===== src/eva_defines.svh =====
// constants of the exception vector assigner
`ifndef EVA_DEFINES_SVH
`define EVA_DEFINES_SVH
`define EVA_VEC_DIVIDE    8'h00
`define EVA_VEC_DEBUG     8'h01
`define EVA_VEC_DOUBLE    8'h08
`define EVA_VEC_BAD_TASK  8'h0A
`define EVA_VEC_STACK     8'h0C
`define EVA_VEC_PROTECT   8'h0D
`define EVA_VEC_PAGE      8'h0E
`define EVA_VEC_SECURITY  8'h1E
`define EVA_NUM_PREDEF    32
`endif


===== src/eva_pkg.sv =====
// types of the exception vector assigner
package eva_pkg;
	typedef enum logic [1:0] {
		EVA_KIND_NONE  = 2'h0,
		EVA_KIND_FAULT = 2'h1,
		EVA_KIND_TRAP  = 2'h2,
		EVA_KIND_ABORT = 2'h3
	} eva_kind_t;
	typedef enum logic [1:0] {
		EVA_CLS_NONE    = 2'h0,
		EVA_CLS_BENIGN  = 2'h1,
		EVA_CLS_CONTRIB = 2'h2
	} eva_cls_t;
	typedef enum logic [2:0] {
		EVA_ST_IDLE = 3'b001,
		EVA_ST_BUSY = 3'b010,
		EVA_ST_HOLD = 3'b100
	} eva_state_t;
endpackage


===== src/eva_divide_check.sv =====
// divide error detector: zero divisor or quotient overflow
module eva_divide_check
	import eva_pkg::*;
#(
	parameter int W = 64
) (
	input  wire logic         div_valid_i,
	input  wire logic         div_signed_i,
	input  wire logic [2*W-1:0] dividend_i,
	input  wire logic [W-1:0] divisor_i,
	output logic              div_error_o
);
	logic zero_div;
	logic ovf;
	logic [2*W-1:0] mag_n;
	logic [W-1:0]   mag_d;
	logic [2*W-1:0] lim;
	always_comb begin
		zero_div = (divisor_i == '0);
		mag_n = (div_signed_i && dividend_i[2*W-1]) ? (~dividend_i + 1'b1) : dividend_i;
		mag_d = (div_signed_i && divisor_i[W-1]) ? (~divisor_i + 1'b1) : divisor_i;
		// quotient bound: unsigned 2^W, signed 2^(W-1) (neg result may reach it exactly)
		lim = {{W{1'b0}}, mag_d} << (div_signed_i ? W - 1 : W);
		if (div_signed_i && (dividend_i[2*W-1] ^ divisor_i[W-1]))
			ovf = !zero_div && (mag_n > lim + {{W{1'b0}}, mag_d} - 1'b1);
		else
			ovf = !zero_div && (mag_n >= lim);
		div_error_o = div_valid_i && (zero_div || ovf);
	end
endmodule


===== src/eva_top.sv =====
// exception vector assigner top
`include "eva_defines.svh"
module eva_top
	import eva_pkg::*;
#(
	parameter int W = 64,
	parameter int AW = 64
) (
	input  wire logic          clock_i,
	input  wire logic          reset_i,
	input  wire logic          div_valid_i,
	input  wire logic          div_signed_i,
	input  wire logic [2*W-1:0] dividend_i,
	input  wire logic [W-1:0]  divisor_i,
	input  wire logic          debug_event_i,
	input  wire logic          debug_is_trap_i,
	input  wire logic          double_fault_event_i,
	input  wire logic          bad_task_segment_event_i,
	input  wire logic          stack_fault_event_i,
	input  wire logic          protection_violation_event_i,
	input  wire logic          page_fault_event_i,
	input  wire logic          paging_enabled_i,
	input  wire logic          security_event_i,
	input  wire logic          software_interrupt_instr_i,
	input  wire logic [7:0]    soft_vector_i,
	input  wire logic          maskable_external_request_i,
	input  wire logic [7:0]    ext_vector_i,
	input  wire logic [AW-1:0] instr_addr_i,
	input  wire logic [AW-1:0] next_addr_i,
	output logic               event_valid_o,
	output logic [7:0]         vector_o,
	output logic [1:0]         kind_o,
	output logic               precise_o,
	output logic [1:0]         class_o,
	output logic               error_code_o,
	output logic [AW-1:0]      saved_addr_o,
	output logic               commit_o,
	output logic               discard_o
);
	////////////////////////////////////////////////////////////////
	// divide error detection
	logic div_err;
	eva_divide_check #(.W(W)) u_div (
		.div_valid_i  (div_valid_i),
		.div_signed_i (div_signed_i),
		.dividend_i   (dividend_i),
		.divisor_i    (divisor_i),
		.div_error_o  (div_err)
	);
	////////////////////////////////////////////////////////////////
	// state
	typedef struct packed {
		logic          valid;
		logic [7:0]    vec;
		eva_kind_t     kind;
		logic          precise;
		eva_cls_t      cls;
		logic          ecode;
		logic [AW-1:0] addr;
		logic          commit;
		logic          discard;
	} eva_reg_t;
	eva_reg_t r;
	eva_reg_t next_r;

	function automatic logic is_reserved(input logic [7:0] v);
		is_reserved = (v == 8'h09) || (v == 8'h0F) || (v == 8'h1F) ||
			((v >= 8'h14) && (v <= 8'h1C));
	endfunction

	logic pf_ok;
	assign pf_ok = page_fault_event_i && paging_enabled_i;

	////////////////////////////////////////////////////////////////
	// priority select and classification, fixed low vectors except soft_vector_i and ext_vector_i
	always_comb begin
		next_r = '0;
		next_r.kind = EVA_KIND_NONE;
		next_r.cls = EVA_CLS_NONE;
		if (double_fault_event_i) begin
			next_r.valid = 1'b1;
			next_r.vec = `EVA_VEC_DOUBLE;
			next_r.kind = EVA_KIND_ABORT;
			next_r.precise = 1'b0;
			next_r.ecode = 1'b1;
		end else if (div_err) begin
			next_r.valid = 1'b1;
			next_r.vec = `EVA_VEC_DIVIDE;
			next_r.kind = EVA_KIND_FAULT;
			next_r.precise = 1'b1;
			next_r.cls = EVA_CLS_CONTRIB;
			next_r.ecode = 1'b0;
		end else if (debug_event_i) begin
			next_r.valid = 1'b1;
			next_r.vec = `EVA_VEC_DEBUG;
			next_r.kind = debug_is_trap_i ? EVA_KIND_TRAP : EVA_KIND_FAULT;
			next_r.precise = 1'b1;
			next_r.cls = EVA_CLS_BENIGN;
		end else if (bad_task_segment_event_i) begin
			next_r.valid = 1'b1;
			next_r.vec = `EVA_VEC_BAD_TASK;
			next_r.kind = EVA_KIND_FAULT;
			next_r.precise = 1'b1;
			next_r.cls = EVA_CLS_CONTRIB;
			next_r.ecode = 1'b1;
		end else if (stack_fault_event_i) begin
			next_r.valid = 1'b1;
			next_r.vec = `EVA_VEC_STACK;
			next_r.kind = EVA_KIND_FAULT;
			next_r.precise = 1'b1;
			next_r.cls = EVA_CLS_CONTRIB;
			next_r.ecode = 1'b1;
		end else if (protection_violation_event_i) begin
			next_r.valid = 1'b1;
			next_r.vec = `EVA_VEC_PROTECT;
			next_r.kind = EVA_KIND_FAULT;
			next_r.precise = 1'b1;
			next_r.cls = EVA_CLS_CONTRIB;
			next_r.ecode = 1'b1;
		end else if (pf_ok) begin
			next_r.valid = 1'b1;
			next_r.vec = `EVA_VEC_PAGE;
			next_r.kind = EVA_KIND_FAULT;
			next_r.precise = 1'b1;
			next_r.cls = EVA_CLS_CONTRIB;
			next_r.ecode = 1'b1;
		end else if (security_event_i) begin
			next_r.valid = 1'b1;
			next_r.vec = `EVA_VEC_SECURITY;
			next_r.kind = EVA_KIND_NONE;
			next_r.precise = 1'b1;
			next_r.cls = EVA_CLS_CONTRIB;
			next_r.ecode = 1'b1;
		end else if (software_interrupt_instr_i) begin
			next_r.valid = 1'b1;
			next_r.vec = soft_vector_i;
			next_r.kind = EVA_KIND_TRAP;
			next_r.precise = 1'b1;
			next_r.cls = EVA_CLS_BENIGN;
		end else if (maskable_external_request_i) begin
			next_r.valid = 1'b1;
			next_r.vec = ext_vector_i;
			next_r.kind = EVA_KIND_NONE;
			next_r.precise = 1'b0;
			next_r.cls = EVA_CLS_BENIGN;
		end
		// restart point and state handling
		if (next_r.valid) begin
			if (next_r.kind == EVA_KIND_FAULT) begin
				next_r.addr = instr_addr_i;
				next_r.discard = 1'b1;
			end else if (next_r.kind == EVA_KIND_TRAP) begin
				next_r.addr = next_addr_i;
				next_r.commit = 1'b1;
			end else if (next_r.kind == EVA_KIND_NONE) begin
				next_r.addr = (maskable_external_request_i && !security_event_i) ?
					next_addr_i : instr_addr_i;
				next_r.discard = security_event_i;
			end else begin
				next_r.addr = instr_addr_i;
			end
		end
	end

	always_ff @(posedge clock_i) begin
		if (reset_i)
			r <= '0;
		else
			r <= next_r;
	end

	////////////////////////////////////////////////////////////////
	// outputs
	assign event_valid_o = r.valid;
	assign vector_o      = r.vec;
	assign kind_o        = r.kind;
	assign precise_o     = r.precise;
	assign class_o       = r.cls;
	assign error_code_o  = r.ecode;
	assign saved_addr_o  = r.addr;
	assign commit_o      = r.commit;
	assign discard_o     = r.discard;

	////////////////////////////////////////////////////////////////
	// checks
	logic internal_src;
	assign internal_src = div_err || debug_event_i || double_fault_event_i ||
		bad_task_segment_event_i || stack_fault_event_i ||
		protection_violation_event_i || pf_ok || security_event_i;

	////////////////////////////////////////////////////////////////
	// winning source per cycle, bit 0 is the highest priority
	logic [9:0] src;
	logic [9:0] win;
	assign src = {maskable_external_request_i, software_interrupt_instr_i, security_event_i,
		pf_ok, protection_violation_event_i, stack_fault_event_i,
		bad_task_segment_event_i, debug_event_i, div_err, double_fault_event_i};
	assign win = src & ~(src - 10'h001);
endmodule


===== config.mk =====
export PLATFORM = sky130hd
export DESIGN_NAME = eva_top
export DESIGN_NICKNAME = d
export VERILOG_FILES = /design/src/eva_pkg.sv /design/src/eva_divide_check.sv /design/src/eva_top.sv
export VERILOG_INCLUDE_DIRS = /design/src
export SDC_FILE = /design/constraint.sdc
export NUM_CORES = 1
export LEC_CHECK = 0
export ABC_AREA = 0
export CAP_MARGIN = 20
export CORE_MARGIN = 2
export CORE_UTILIZATION = 30
export DETAILED_ROUTE_END_ITERATION = 8
export DONT_BUFFER_PORTS = 1
export PLACE_DENSITY = 0.56
export SLEW_MARGIN = 25
export SYNTH_ARGS = -nofsm -noshare
export SYNTH_HDL_FRONTEND = slang
export SYNTH_HIERARCHICAL = 1
export SYNTH_SLANG_ARGS = --single-unit

===== constraint.sdc =====
create_clock -name clock_i -period 13.3 [get_ports clock_i]
set_input_delay 2.66 -clock clock_i [delete_from_list [all_inputs] [get_ports clock_i]]
set_output_delay 2.66 -clock clock_i [all_outputs]
set_load 0.02 [all_outputs]

==> results_dict.tcl <==
set metrics [dict create \
    synthCells 3330 \
    num_vias 24195 \
    grt_util_all_layers_pct 21.74 \
    status "complete, no violations" \
    ant_nets 0 \
    rsz0062_at_grt "false" \
    antenna_found_initial 2 \
    ios 432 \
    htreeDepth 3 \
    numCtsBuffers 9 \
    slew_headroom_pct 27.71 \
    yosysSeqAreaShare_pct 7.030 \
    initial_core_util_pct 30.32 \
    place.port_buffers 0 \
    grt-ovfl-total 0 \
    gp_congestion 0.9745 \
    placed_cells 4417 \
    via_per_inst 5.457 \
    remaining_drc_errors 0 \
    wirelength_mm 90.20 \
    routedWlPerCell_um 20.34 \
    drive_above_1_share_pct 3.938 \
    nNetsFinal 4197 \
    hpwl_mm 79.04 \
    dr.pass1.iters 6 \
    syn_avg_cell_area_um2 6.926 \
    postSynth.topFlopCell "dfxtp_1" \
    post_cts_buffers 0 \
    clock_tree.buffer_depth 2 \
    cp_slowest_cell "or4b_2" \
    final_max_slew_viol_count 0 \
    critPathKind "input port to register" \
    arrival_ps 12950 \
    place_ws_ps 26.50 \
    maxCapViolations 0 \
    slowest_delay_ps 740 \
    cts_tree "yes" \
    coreArea_um2 76080 \
    clock_sinks 81 \
    synth_edf_count 0 \
    finalHoldViolCount 0 \
    setup_ws_ps 577.6 \
    clock.fmax_mhz 78.60 \
    ys_ff_latch 81 \
    cts_resized 0 \
    finalNonFillerCells 4434 \
    die_w_um 281.3 \
    p_leak_nw 11.70 \
    syn_area_um2 23060 \
    grt_start_max_net_pins 130 \
    placement_rows 101 \
    peakVddDrop_uv 52.70 \
    yosysUniqueCellTypes 88 \
    first_global_vias 22779 \
    hp-class "input port to register" \
    fin_setup_tns_ps 0 \
    min_from "reset_i" \
    tightestPinTransition_ps 1073 \
    fin_crit_ps 12720 \
    n_fill_cell 8455 \
    postCtsHoldBufs 0 \
    clkTransAtPathRegs_ps 70 \
    critPathMostFrequentCell "a21oi_1" \
    cp_max_fo 15 \
    hold-worst-slack_ps 2378 \
    cp-end-kind "register" \
    drtIter0Drc 2044 \
    die-area_um2 79120 \
    setup_violations 0 \
    async_flop_share_pct 0 \
    final_common_cell "ha_1" \
    final_cell_mix "ha_1 (447), a21oi_1 (438), nand2_1 (307)" \
    clockRootBuffer "clkbuf_16" \
    cp-start-kind "input port" \
    fp.dieH_um 281.3 \
    hold_end "vector_o[3]" \
    ys_warn_count 6 \
    areaGrowthSynthToFinish_pct 9.325 \
    pwr_density_cell_nw_per_um2 95.87 \
    grt_pass1_wl_mm 134.5 \
    required_ps 13520 \
    utilization_pct 33.15 \
    finalCritPeriodShare_pct 95.66 \
    holdPathStages 1 \
]
-- per-stage QoR --
step,power [W],area [um2]
detailed placement,0.002104,24850
global route,0.002659,25220
finish,0.002417,25220
CTS,0.002393,25180
global placement,0.002095,24840
floorplan,0.001645,23530
-- logic make-up after synthesis --
| kind of cell | synth area share, % |
|---|---|
| multiplexers | 0.2224 |
| flip-flops | 7.031 |
| AO/OA/AOI/OAI | 28.02 |
| AND/OR/NAND/NOR | 21.99 |
| XOR/XNOR | 11.88 |
| other | 0.03256 |
| adder cells (fa/ha/maj) | 24.34 |
| buffers and inverters | 6.488 |
-- power by group --
group          leakage, nW  internal, W  switching (W)
combinational         10.9     0.000749        0.00110
clock                0.159     0.000168       0.000110
sequential           0.673     0.000260      0.0000305
-- how the worst max path moves through the flow --
stage	endpoint	start	depth (start not counted)	slack [ps]
6_report	saved_addr_o[12]	divisor_i[22]	41	580
5_1_grt	saved_addr_o[12]	divisor_i[22]	41	50
4_1_cts	saved_addr_o[40]	divisor_i[22]	41	370
3_5_place_dp	saved_addr_o[45]	divisor_i[22]	41	30
3_3_place_gp	saved_addr_o[58]	divisor_i[22]	39	290
2_1_floorplan	saved_addr_o[0]	divisor_i[22]	41	1300
-- cell usage after synthesis (all sizes together) (6+ instances only) --
cell type | instances | area share (%)
buf | 24 | 0.63
or4 | 20 | 0.70
nor2 | 276 | 4.5
a21boi | 11 | 0.36
nand4 | 117 | 3.2
nor3 | 64 | 1.4
o31ai | 37 | 1.2
nor4 | 49 | 1.4
a221oi | 8 | 0.30
and4 | 7 | 0.27
nand3 | 43 | 0.95
nor3b | 6 | 0.20
inv | 262 | 4.3
dfxtp | 81 | 7.0
o21bai | 41 | 1.3
o21a | 18 | 0.59
ha | 447 | 24
nand2 | 309 | 5.0
xor2 | 146 | 5.6
or2 | 20 | 0.55
and2 | 15 | 0.41
a221o | 6 | 0.26
a22oi | 7 | 0.23
clkbuf | 97 | 1.6
a21o | 169 | 5.5
nor2b | 28 | 0.76
a31oi | 28 | 0.76
nand2b | 34 | 0.92
a211oi | 13 | 0.42
and3 | 8 | 0.22
o21ai | 192 | 4.2
xnor2 | 166 | 6.3
nand3b | 11 | 0.36
o41ai | 15 | 0.60
or3 | 27 | 0.76
a21oi | 440 | 9.6
o211ai | 8 | 0.26
-- registers in the layout, summed over array words and instances (netlist names) --
signal         count
class_o            2
discard_o          1
saved_addr_o      64
commit_o           1
error_code_o       1
vector_o           8
kind_o             2
event_valid_o      1
precise_o          1
-- critical path: cells and delay by family --
family | cells | cell delay [ps]
fa+ha+maj | 3 | 990
simple gates | 19 | 6070
xor+xnor | 2 | 210
compound gates | 11 | 1990
buf+inv | 6 | 960
-- layer usage --
| layer | vias up | global-route usage (%) | share of wire (%) |
|---|---|---|---|
| li1 | 12063 | - | - |
| met1 | 11132 | 30.24 | 46 |
| met2 | 887 | 34.13 | 43 |
| met3 | 111 | 4.572 | 8.8 |
| met4 | 2 | 4.869 | 2.3 |
| met5 | - | 0 | 0.014 |
-- area by class of cell --
class                           instances  area, um2  share of cell area, %
Multi-Input combinational cell       2988      20480                  81.24
Sequential cell                        81       1622                  6.431
Tap cell                             1030       1289                  5.111
Inverter                              263      987.2                  3.915
Timing Repair Buffer                   55      500.5                  1.985
Clock buffer                            9      225.2                 0.8932
Clock inverter                          7      105.1                 0.4168
Antenna cell                            1      2.502               0.009924
No activity file was read; power rests on OpenSTA's default activity.
